**src/include/rsb_pkg.sv**
```systemverilog
// package for the reset strap and boot select block: map, fields, types
// assumes one 40 MHz clock that is also the reference input clock
package rsb_pkg;

	// clock rates; the device runs straight from the reference input clock
	localparam int PCLK_HZ = 40_000_000;
	localparam int REFERENCE_INPUT_CLOCK_HZ = 40_000_000;
	// reset timing, in reference input clock cycles
	localparam int POR_MIN_REFERENCE_INPUT_CLOCK = 16;
	localparam int HRST_RELEASE_REFERENCE_INPUT_CLOCK = 521;
	localparam int POR_MIN_CYC = (PCLK_HZ / REFERENCE_INPUT_CLOCK_HZ) * POR_MIN_REFERENCE_INPUT_CLOCK;
	localparam int HRST_CYC = (PCLK_HZ / REFERENCE_INPUT_CLOCK_HZ) * HRST_RELEASE_REFERENCE_INPUT_CLOCK;
	// edges from power-on pin rise to the sequencer seeing it: two sync stages, one detect
	localparam int POR_SEEN_LAT = 3;

	// register byte offsets
	localparam int ADDR_W = 8;
	localparam logic [7:0] ADDR_STATUS = 8'h00;
	localparam logic [7:0] ADDR_CTRL = 8'h04;
	localparam logic [7:0] ADDR_GROUP_HI = 8'h08;
	localparam logic [7:0] ADDR_GROUP_LO = 8'h0C;

	// control register fields
	localparam int CTRL_LOADER_DONE_BIT = 0;
	localparam int CTRL_PLL_EN_BIT = 1;
	localparam int CTRL_SOFT_HRST_BIT = 2;

	// status register fields
	localparam int ST_CFG_LSB = 0;
	localparam int ST_STATE_LSB = 8;
	localparam int ST_POR_SHORT_BIT = 12;
	localparam int ST_HRST_PIN_BIT = 13;
	localparam int ST_GROUPS_LSB = 16;

	// boot mode strap codes
	localparam logic [1:0] BM_HOST_NOPLL = 2'h0;
	localparam logic [1:0] BM_I2C = 2'h1;
	localparam logic [1:0] BM_HOST_PLL = 2'h2;
	localparam logic [1:0] BM_RESERVED = 2'h3;

	typedef struct packed {
		logic byte_mode;
		logic strobe_count;
		logic strobe_pol;
		logic watchdog_en;
		logic [1:0] boot_mode;
	} rsb_cfg_s;

	localparam rsb_cfg_s CFG_RST = '0;

	typedef struct packed {
		logic psel;
		logic penable;
		logic pwrite;
		logic [ADDR_W-1:0] paddr;
		logic [31:0] pwdata;
	} rsb_apb_req_s;

	typedef struct packed {
		logic [31:0] prdata;
		logic pready;
		logic pslverr;
	} rsb_apb_rsp_s;

	typedef enum logic [2:0] {
		RSB_POR,
		RSB_HOLD,
		RSB_LOADER,
		RSB_HOST,
		RSB_I2C,
		RSB_IDLE,
		RSB_RUN
	} rsb_state_e;

endpackage

```
**src/design/rsb_boot_ctrl.sv**
```systemverilog
// reset strap capture, hard reset sequencing and boot source selection
// assumes an APB master on pclk and host-port word strobes on pclk
//
// Behaviour
// - straps are captured when power-on reset is released
// - boot mode 00 host no PLL, 01 I2C, 10 host with PLL, 11 reserved
// - watchdog strap low disables, high enables the watchdog
// - strobe polarity strap 0 gives active-low, 1 active-high host strobes
// - width strap 0 gives 16-bit, 1 gives 8-bit host port
// - after power-on reset the PLL is bypassed, input clock used directly
// - ROM loader runs first; PLL may be enabled only afterwards
// - host-port boot runs without DMA and polled on both sides
// - host strobe setup comes from polarity and count straps at power-on
// - straps sampled only at power-on release; hard reset keeps them
// - data bit 0 is the least significant bit of each host word
// - hard reset is open-drain; parties only pull it low
// - hard reset released 521 input clocks after power-on release
`timescale 1ns/1ps
module rsb_boot_ctrl
	import rsb_pkg::*;
(
	input wire logic pclk,
	input wire logic presetn,
	input wire rsb_apb_req_s apb_req,
	output rsb_apb_rsp_s apb_rsp,
	input wire logic power_on_reset_n,
	input wire rsb_cfg_s strap_pins,
	input wire logic hard_reset_n_in,
	output logic hard_reset_n_out,
	output logic hard_reset_n_oe,
	input wire logic host_wr_valid,
	input wire logic [15:0] host_wr_data,
	output rsb_cfg_s boot_cfg,
	output logic boot_host_sel,
	output logic boot_i2c_sel,
	output logic pll_bypass,
	output logic host_polled,
	output logic host_dma_allow,
	output logic [63:0] boot_group,
	output logic boot_group_valid
);

	// pin synchronisers
	logic por_s;
	logic hrst_s;
	rsb_cfg_s strap_s;

	rsb_sync2 #(.W(2)) u_sync_rst (
		.pclk(pclk),
		.presetn(presetn),
		.d({power_on_reset_n, hard_reset_n_in}),
		.rst_val(2'h1),
		.q({por_s, hrst_s})
	);

	rsb_sync2 #(.W($bits(rsb_cfg_s))) u_sync_strap (
		.pclk(pclk),
		.presetn(presetn),
		.d(strap_pins),
		.rst_val(CFG_RST),
		.q(strap_s)
	);

	// state and registers
	rsb_state_e state_q;
	rsb_state_e state_d;
	rsb_cfg_s cfg_q;
	logic por_q;
	logic [4:0] por_len_q;
	logic por_short_q;
	logic [9:0] cnt_q;
	logic [2:0] oe_hist_q;
	logic hrst_oe_q;
	logic hrst_out_q;
	logic loader_done_q;
	logic pll_en_q;
	logic boot_host_q;
	logic boot_i2c_q;
	logic pll_bypass_q;
	logic host_polled_q;
	logic host_dma_q;
	logic [1:0] word_idx_q;
	logic [47:0] grp_acc_q;
	logic [63:0] boot_group_q;
	logic group_valid_q;
	logic [15:0] group_cnt_q;
	logic [31:0] prdata_q;
	logic pready_q;
	logic pslverr_q;

	// event decode
	wire por_rise = por_s && !por_q;
	wire ext_hrst = !hrst_s && !hrst_oe_q && (oe_hist_q == 3'h0);
	wire in_reset = (state_q == RSB_POR) || (state_q == RSB_HOLD);
	wire hold_done = (cnt_q == 10'(HRST_CYC - 1));
	wire [9:0] cnt_start = (state_q == RSB_POR) ? 10'(POR_SEEN_LAT) : 10'h000;
	wire wr_take = host_wr_valid && (state_q == RSB_HOST);

	// APB decode
	wire apb_first = apb_req.psel && apb_req.penable && !pready_q;
	wire apb_commit = apb_req.psel && apb_req.penable && pready_q;
	wire hit_status = (apb_req.paddr == ADDR_STATUS);
	wire hit_ctrl = (apb_req.paddr == ADDR_CTRL);
	wire hit_ghi = (apb_req.paddr == ADDR_GROUP_HI);
	wire hit_glo = (apb_req.paddr == ADDR_GROUP_LO);
	wire hit_any = hit_status || hit_ctrl || hit_ghi || hit_glo;
	wire wr_ctrl = apb_commit && apb_req.pwrite && hit_ctrl;
	wire soft_hrst = wr_ctrl && apb_req.pwdata[CTRL_SOFT_HRST_BIT];

	wire [31:0] rd_status = {group_cnt_q, 2'h0, hrst_s, por_short_q, 1'b0, state_q,
		2'h0, cfg_q};
	wire [31:0] rd_ctrl = {30'h0, pll_en_q, loader_done_q};
	wire [31:0] rd_data = hit_status ? rd_status :
		hit_ctrl ? rd_ctrl :
		hit_ghi ? boot_group_q[63:32] :
		hit_glo ? boot_group_q[31:0] : 32'h0;

	// boot sequencer
	always_comb begin
		state_d = state_q;
		case (state_q)
			RSB_POR: begin
				if (por_rise) begin
					state_d = RSB_HOLD;
				end
			end
			RSB_HOLD: begin
				if (hold_done) begin
					state_d = RSB_LOADER;
				end
			end
			RSB_LOADER: begin
				case (cfg_q.boot_mode)
					BM_HOST_NOPLL, BM_HOST_PLL: state_d = RSB_HOST;
					BM_I2C: state_d = RSB_I2C;
					default: state_d = RSB_IDLE;
				endcase
			end
			RSB_HOST, RSB_I2C: begin
				if (loader_done_q) begin
					state_d = RSB_RUN;
				end
			end
			RSB_IDLE: begin
				state_d = RSB_IDLE;
			end
			RSB_RUN: begin
				state_d = RSB_RUN;
			end
			default: begin
				state_d = RSB_POR;
			end
		endcase
		// hard reset restarts the hold, straps untouched
		if (!in_reset && (ext_hrst || soft_hrst)) begin
			state_d = RSB_HOLD;
		end
		if (!por_s) begin
			state_d = RSB_POR;
		end
	end

	always_ff @(posedge pclk or negedge presetn) begin
		if (!presetn) begin
			state_q <= RSB_POR;
			por_q <= 1'b0;
			cnt_q <= '0;
		end else begin
			state_q <= state_d;
			por_q <= por_s;
			cnt_q <= (state_q == RSB_HOLD) ? cnt_q + 10'h001 : cnt_start;
		end
	end

	// strap capture at power-on release only
	always_ff @(posedge pclk or negedge presetn) begin
		if (!presetn) begin
			cfg_q <= CFG_RST;
		end else if (por_rise) begin
			cfg_q <= strap_s;
		end
	end

	// power-on pulse width watch
	always_ff @(posedge pclk or negedge presetn) begin
		if (!presetn) begin
			por_len_q <= '0;
			por_short_q <= 1'b0;
		end else begin
			if (!por_s && (por_len_q != 5'h1F)) begin
				por_len_q <= por_len_q + 5'h01;
			end else if (por_s) begin
				por_len_q <= '0;
			end
			if (por_rise) begin
				por_short_q <= (por_len_q < 5'(POR_MIN_CYC));
			end
		end
	end

	// open-drain hard reset; history masks our own release ramp
	always_ff @(posedge pclk or negedge presetn) begin
		if (!presetn) begin
			hrst_oe_q <= 1'b1;
			hrst_out_q <= 1'b0;
			oe_hist_q <= 3'h7;
		end else begin
			hrst_oe_q <= (state_d == RSB_POR) || (state_d == RSB_HOLD);
			hrst_out_q <= 1'b0;
			oe_hist_q <= {oe_hist_q[1:0], hrst_oe_q};
		end
	end

	// software control
	always_ff @(posedge pclk or negedge presetn) begin
		if (!presetn) begin
			loader_done_q <= 1'b0;
			pll_en_q <= 1'b0;
		end else if (state_d == RSB_POR || state_d == RSB_HOLD) begin
			loader_done_q <= 1'b0;
			pll_en_q <= 1'b0;
		end else if (wr_ctrl) begin
			loader_done_q <= loader_done_q || apb_req.pwdata[CTRL_LOADER_DONE_BIT];
			pll_en_q <= apb_req.pwdata[CTRL_PLL_EN_BIT];
		end
	end

	// boot outputs
	always_ff @(posedge pclk or negedge presetn) begin
		if (!presetn) begin
			boot_host_q <= 1'b0;
			boot_i2c_q <= 1'b0;
			pll_bypass_q <= 1'b1;
			host_polled_q <= 1'b0;
			host_dma_q <= 1'b0;
		end else begin
			boot_host_q <= (state_d == RSB_HOST);
			boot_i2c_q <= (state_d == RSB_I2C);
			pll_bypass_q <= !((state_d == RSB_RUN) && pll_en_q &&
				(cfg_q.boot_mode != BM_HOST_NOPLL));
			host_polled_q <= (state_d == RSB_HOST);
			host_dma_q <= (state_d == RSB_RUN);
		end
	end

	// host boot word packer, first word lands in the top
	always_ff @(posedge pclk or negedge presetn) begin
		if (!presetn) begin
			word_idx_q <= '0;
			grp_acc_q <= '0;
			boot_group_q <= '0;
			group_valid_q <= 1'b0;
			group_cnt_q <= '0;
		end else begin
			group_valid_q <= 1'b0;
			if (state_q != RSB_HOST) begin
				word_idx_q <= '0;
			end else if (wr_take) begin
				word_idx_q <= word_idx_q + 2'h1;
				grp_acc_q <= {grp_acc_q[31:0], host_wr_data};
				if (word_idx_q == 2'h3) begin
					boot_group_q <= {grp_acc_q, host_wr_data};
					group_valid_q <= 1'b1;
					group_cnt_q <= group_cnt_q + 16'h0001;
				end
			end
		end
	end

	// APB slave, one wait state
	always_ff @(posedge pclk or negedge presetn) begin
		if (!presetn) begin
			prdata_q <= '0;
			pready_q <= 1'b0;
			pslverr_q <= 1'b0;
		end else begin
			pready_q <= apb_first;
			pslverr_q <= apb_first && !hit_any;
			prdata_q <= (apb_first && !apb_req.pwrite) ? rd_data : 32'h0;
		end
	end

	assign apb_rsp = '{prdata: prdata_q, pready: pready_q, pslverr: pslverr_q};
	assign hard_reset_n_out = hrst_out_q;
	assign hard_reset_n_oe = hrst_oe_q;
	assign boot_cfg = cfg_q;
	assign boot_host_sel = boot_host_q;
	assign boot_i2c_sel = boot_i2c_q;
	assign pll_bypass = pll_bypass_q;
	assign host_polled = host_polled_q;
	assign host_dma_allow = host_dma_q;
	assign boot_group = boot_group_q;
	assign boot_group_valid = group_valid_q;

	// checking helpers
	logic [9:0] since_q;
	logic [15:0] first_word_q;

	always_ff @(posedge pclk or negedge presetn) begin
		if (!presetn) begin
			since_q <= '0;
			first_word_q <= '0;
		end else begin
			if (state_d == RSB_HOLD && state_q != RSB_HOLD) begin
				since_q <= cnt_start + 10'h001;
			end else if (since_q != 10'h3FF) begin
				since_q <= since_q + 10'h001;
			end
			if (wr_take && word_idx_q == 2'h0) begin
				first_word_q <= host_wr_data;
			end
		end
	end
endmodule

```
**src/design/rsb_sync2.sv**
```systemverilog
// two-stage synchroniser for asynchronous pin levels
// assumes inputs are slow levels; no bus coherency across bits is promised
`timescale 1ns/1ps
module rsb_sync2 #(
	parameter int W = 1
) (
	input wire logic pclk,
	input wire logic presetn,
	input wire logic [W-1:0] d,
	input wire logic [W-1:0] rst_val,
	output logic [W-1:0] q
);

	logic [W-1:0] meta_q;
	logic [W-1:0] sync_q;

	// level stored relative to the tied reset value, so q resets to rst_val yet follows d
	always_ff @(posedge pclk or negedge presetn) begin
		if (!presetn) begin
			meta_q <= '0;
			sync_q <= '0;
		end else begin
			meta_q <= d ^ rst_val;
			sync_q <= meta_q;
		end
	end

	assign q = sync_q ^ rst_val;

endmodule

```
**config.mk**
```make
export PLATFORM = sky130hd
export DESIGN_NAME = rsb_boot_ctrl
export DESIGN_NICKNAME = d
export VERILOG_FILES = /design/src/include/rsb_pkg.sv /design/src/design/rsb_boot_ctrl.sv /design/src/design/rsb_sync2.sv
export SDC_FILE = /design/constraint.sdc
export NUM_CORES = 1
export LEC_CHECK = 0
export BUFFER_PORTS_ARGS = -buffer_cell sky130_fd_sc_hd__buf_2
export CAP_MARGIN = 20
export CORE_AREA = 5 5 160 162
export CTS_CLUSTER_DIAMETER = 50
export DETAILED_ROUTE_END_ITERATION = 8
export DIE_AREA = 0 0 165 167
export GPL_TIMING_DRIVEN = 0
export SLEW_MARGIN = 5
export SYNTH_ARGS = -nofsm -noshare
export SYNTH_HDL_FRONTEND = slang
export SYNTH_SLANG_ARGS = --single-unit
```
**constraint.sdc**
```tcl
create_clock -name pclk -period 4.5 [get_ports pclk]
set_clock_uncertainty 0.1 [all_clocks]
set_input_delay 0.9 -clock pclk [delete_from_list [all_inputs] [get_ports pclk]]
set_output_delay 0.9 -clock pclk [all_outputs]
set_load 0.05 [all_outputs]
```
==> out/qor.csv <==
stage;metric;value;unit
synthesis;synth_edf_count;0;
synthesis;synthFlopType;dfrtp_1;
routing;dr.pass1.iters;5;
synthesis;yosysTopAreaCell;dfrtp_1;
clock_tree;insertion_delay;0.51;ns
clock_tree;clock_sink_count;217;
floorplanning;start_util;36.2;%
timing;slew_headroom;28.2;%
flow_run;cap_violations;0;
timing;tns;0;ns
worst_setup_path;cpMostUsedCell;buf_2;
timing;hold_viol_final;0;
timing;finalSetupViolCount;0;
worst_setup_path;crit_fanout;10;
power_and_ir_drop;power_leakage;5.79;nW
clock_tree;clock-root-buffer;clkbuf_16;
synthesis;synth_seq_cells;217;
timing;finalCritPeriodShare;59.8;%
clock_tree;htreeDepth;1;
floorplanning;dieArea;0.0276;mm^2
timing;period_needed;2.69;ns
clock_tree;clkTransAtPathRegs;0.06;ns
synthesis;syn_avg_cell_area;10.5;um^2
place;routabilityCongestion;0.859;
timing;timing.final.ws_setup;1.81;ns
routing;route.detailed.drc;0;
synthesis;synth_cells;824;
worst_hold_path;whs_path_depth;0;
timing;worst_pin_slew;1.08;ns
grt;grt_pass1_vias;6329;
synthesis;syn-num-nets;900;
grt;antenna_found_initial;4;
cells_and_area;area_delta_synth_final;24.5;%
routing;via_per_inst;4.69;
clock_tree;cts_hold_buf;0;
worst_setup_path;timing.critical_path.cells;buf_2, or4_4, or4b_4, nor3_4, buf_2, o2bb2ai_1;
worst_setup_path;cp_slowest_cell;or4b_4;
routing;drt_iter0_drc;445;
floorplanning;core;0.0240;mm^2
routing;wire_per_inst;17.0;um
timing;drv_slew;0;
timing;fmax;0.372;GHz
clock_tree;cts_tree;done;
grt;grt_overflow;0;
grt;grt_max_degree;112;
worst_setup_path;slowest_delay;0.56;ns
synthesis;syn_area;0.00866;mm^2
power_and_ir_drop;power_density;404;mW/mm^2
floorplanning;die_w;165;um
clock_tree;numCtsBuffers;26;
cells_and_area;layout-drive-gt1-share;22.9;%
power_and_ir_drop;vdd_drop_max;0.000245;V
clock_tree;post_cts.repair.setup_buffers;0;
worst_hold_path;hp-class;reg2reg;
clock_tree;cts-resized-gates;0;
floorplanning;ios;182;
clock_tree;clockBufferDepth;3;
place;port_buffers;150;
synthesis;yosysWarnings;0;
grt;grt_first_pass_wirelength;35700;um
worst_setup_path;ff2ff_path_depth;5;
synthesis;synth_top_area_share;61.2;%
synthesis;synthArstFlopShare;100;%
routing;antenna_left;0;
synthesis;synth-seq-area-share;62.7;%
routing;drt_wl_total;22900;um
worst_setup_path;worstSetupStartpointType;input pin;
timing;rsz0062_at_grt;no;
synthesis;yosysMostFrequentCell;nand2_1;
grt;globalRouteTotalUtil;16.5;%
worst_setup_path;crit_type;in2reg;
place;pre_cts_ws;1.25;ns
status;status;complete, no violations;
synthesis;synth_common_cells;nand2_1, dfrtp_1, mux2i_1;
place;hpwl;16600;um
floorplanning;die_y;167;um
routing;vias;6323;
worst_setup_path;required;4.82;ns
synthesis;synth_area_leaders;dfrtp_1, nand2_1, mux2i_1;
floorplanning;rows;57;
worst_setup_path;worstPathArrival;3.01;ns
cells_and_area;fin_nets;1079;
worst_setup_path;end_kind;register;
synthesis;synth_cell_types;54;
flip-flops by register name (all words and copies together), names as in the netlist, 6 cells and up:
signal,flops
grp_acc_q,48
prdata_q,32
u_sync_strap.sync_q,6
u_sync_strap.meta_q,6
cnt_q,10
boot_cfg,6
boot_group,64
group_cnt_q,16
final cells by class:
class / count / area (um^2)
fillers: 2320 / 13200
flip-flops and latches: 217 / 5440
multi-input cells: 552 / 2980
repair buffers: 151 / 788
clock buffers: 39 / 781
well taps: 324 / 405
plain buffers: 43 / 199
clock inverters: 9 / 144
inverters: 12 / 45.0
diodes: 1 / 2.50
stage by stage:
step                utilization, %  total power, mW  cell area, um^2  cells  hold WS [ns]
finish                        45.0             4.35            10800   1348         0.246
global route                  45.0             4.50            10800   1348         0.251
CTS                           45.0             4.40            10800   1347         0.248
detailed placement            41.1             2.19             9860   1299         0.235
global placement              41.0             2.19             9820   1298         0.234
floorplan                        -             2.10             8660    824         0.231
critical path, delay by kind of cell:
family / cells / cell delay, ns
AOI/OAI and AO/OA: 1 / 0.20
and+or+nand+nor: 3 / 1.44
buffers and inverters: 2 / 0.46
cell usage in the layout (no fill, tap or decap), types with 5 or more instances in the layout:
cell type	n
o2bb2ai_2	10
nor2_1	29
clkbuf_16	27
buf_2	152
clkbuf_1	37
a21oi_1	7
xnor2_1	15
dfrtp_1	212
ha_1	6
nand3_1	8
mux2_2	6
dfstp_2	5
mux2i_1	36
inv_1	11
nand2_1	349
nand4_1	6
o2bb2ai_1	14
xor2_1	10
clkbuf_8	6
routing by layer:
metal	part of all wire, %	GRT usage, %	wire (um)	vias up
li1	-	-	-	3048
met1	45	23.5	10200	3040
met2	46	25.8	10500	192
met3	7.3	3.51	1660	37
met4	2.1	4.09	483	6
met5	0.12	0	27	-
cell families (layout without fill, tap and decap cells):
family | Yosys count | in the layout | synth area share (%)
other | 1 | 2 | 0.0433
buffers and inverters | 55 | 254 | 2.82
adder cells (fa/ha/maj) | 6 | 6 | 0.866
flip-flops | 217 | 217 | 62.7
AND/OR/NAND/NOR | 428 | 428 | 20.5
XOR/XNOR | 25 | 25 | 2.53
AO/OA/AOI/OAI | 48 | 48 | 5.00
multiplexers | 44 | 44 | 5.46
worst paths after layout:
check | slack (ns) | from | endpoint
setup / recovery | 1.81 | apb_req[33] | prdata_q[8]$_DFF_PN0_
hold / removal | 0.25 | u_sync_strap.meta_q[5]$_DFF_PN0_ | u_sync_strap.sync_q[5]$_DFF_PN0_
setup reg to reg | 1.87 | state_q[1]$_DFF_PN0_ | group_cnt_q[15]$_DFFE_PN0P_
hold reg to reg | 0.25 | u_sync_strap.meta_q[5]$_DFF_PN0_ | u_sync_strap.sync_q[5]$_DFF_PN0_
max in group asynchronous | 2.94 | presetn | boot_group[61]$_DFFE_PN0P_
min in group asynchronous | 0.34 | presetn | prdata_q[12]$_DFF_PN0_
power by group:
part / internal, mW / total [mW] / switching [mW]
Combinational: 0.0511 / 0.164 / 0.113
Clock: 1.38 / 2.20 / 0.818
Sequential: 1.97 / 1.99 / 0.0176
Note: power is estimated with default switching activity, not from simulation.
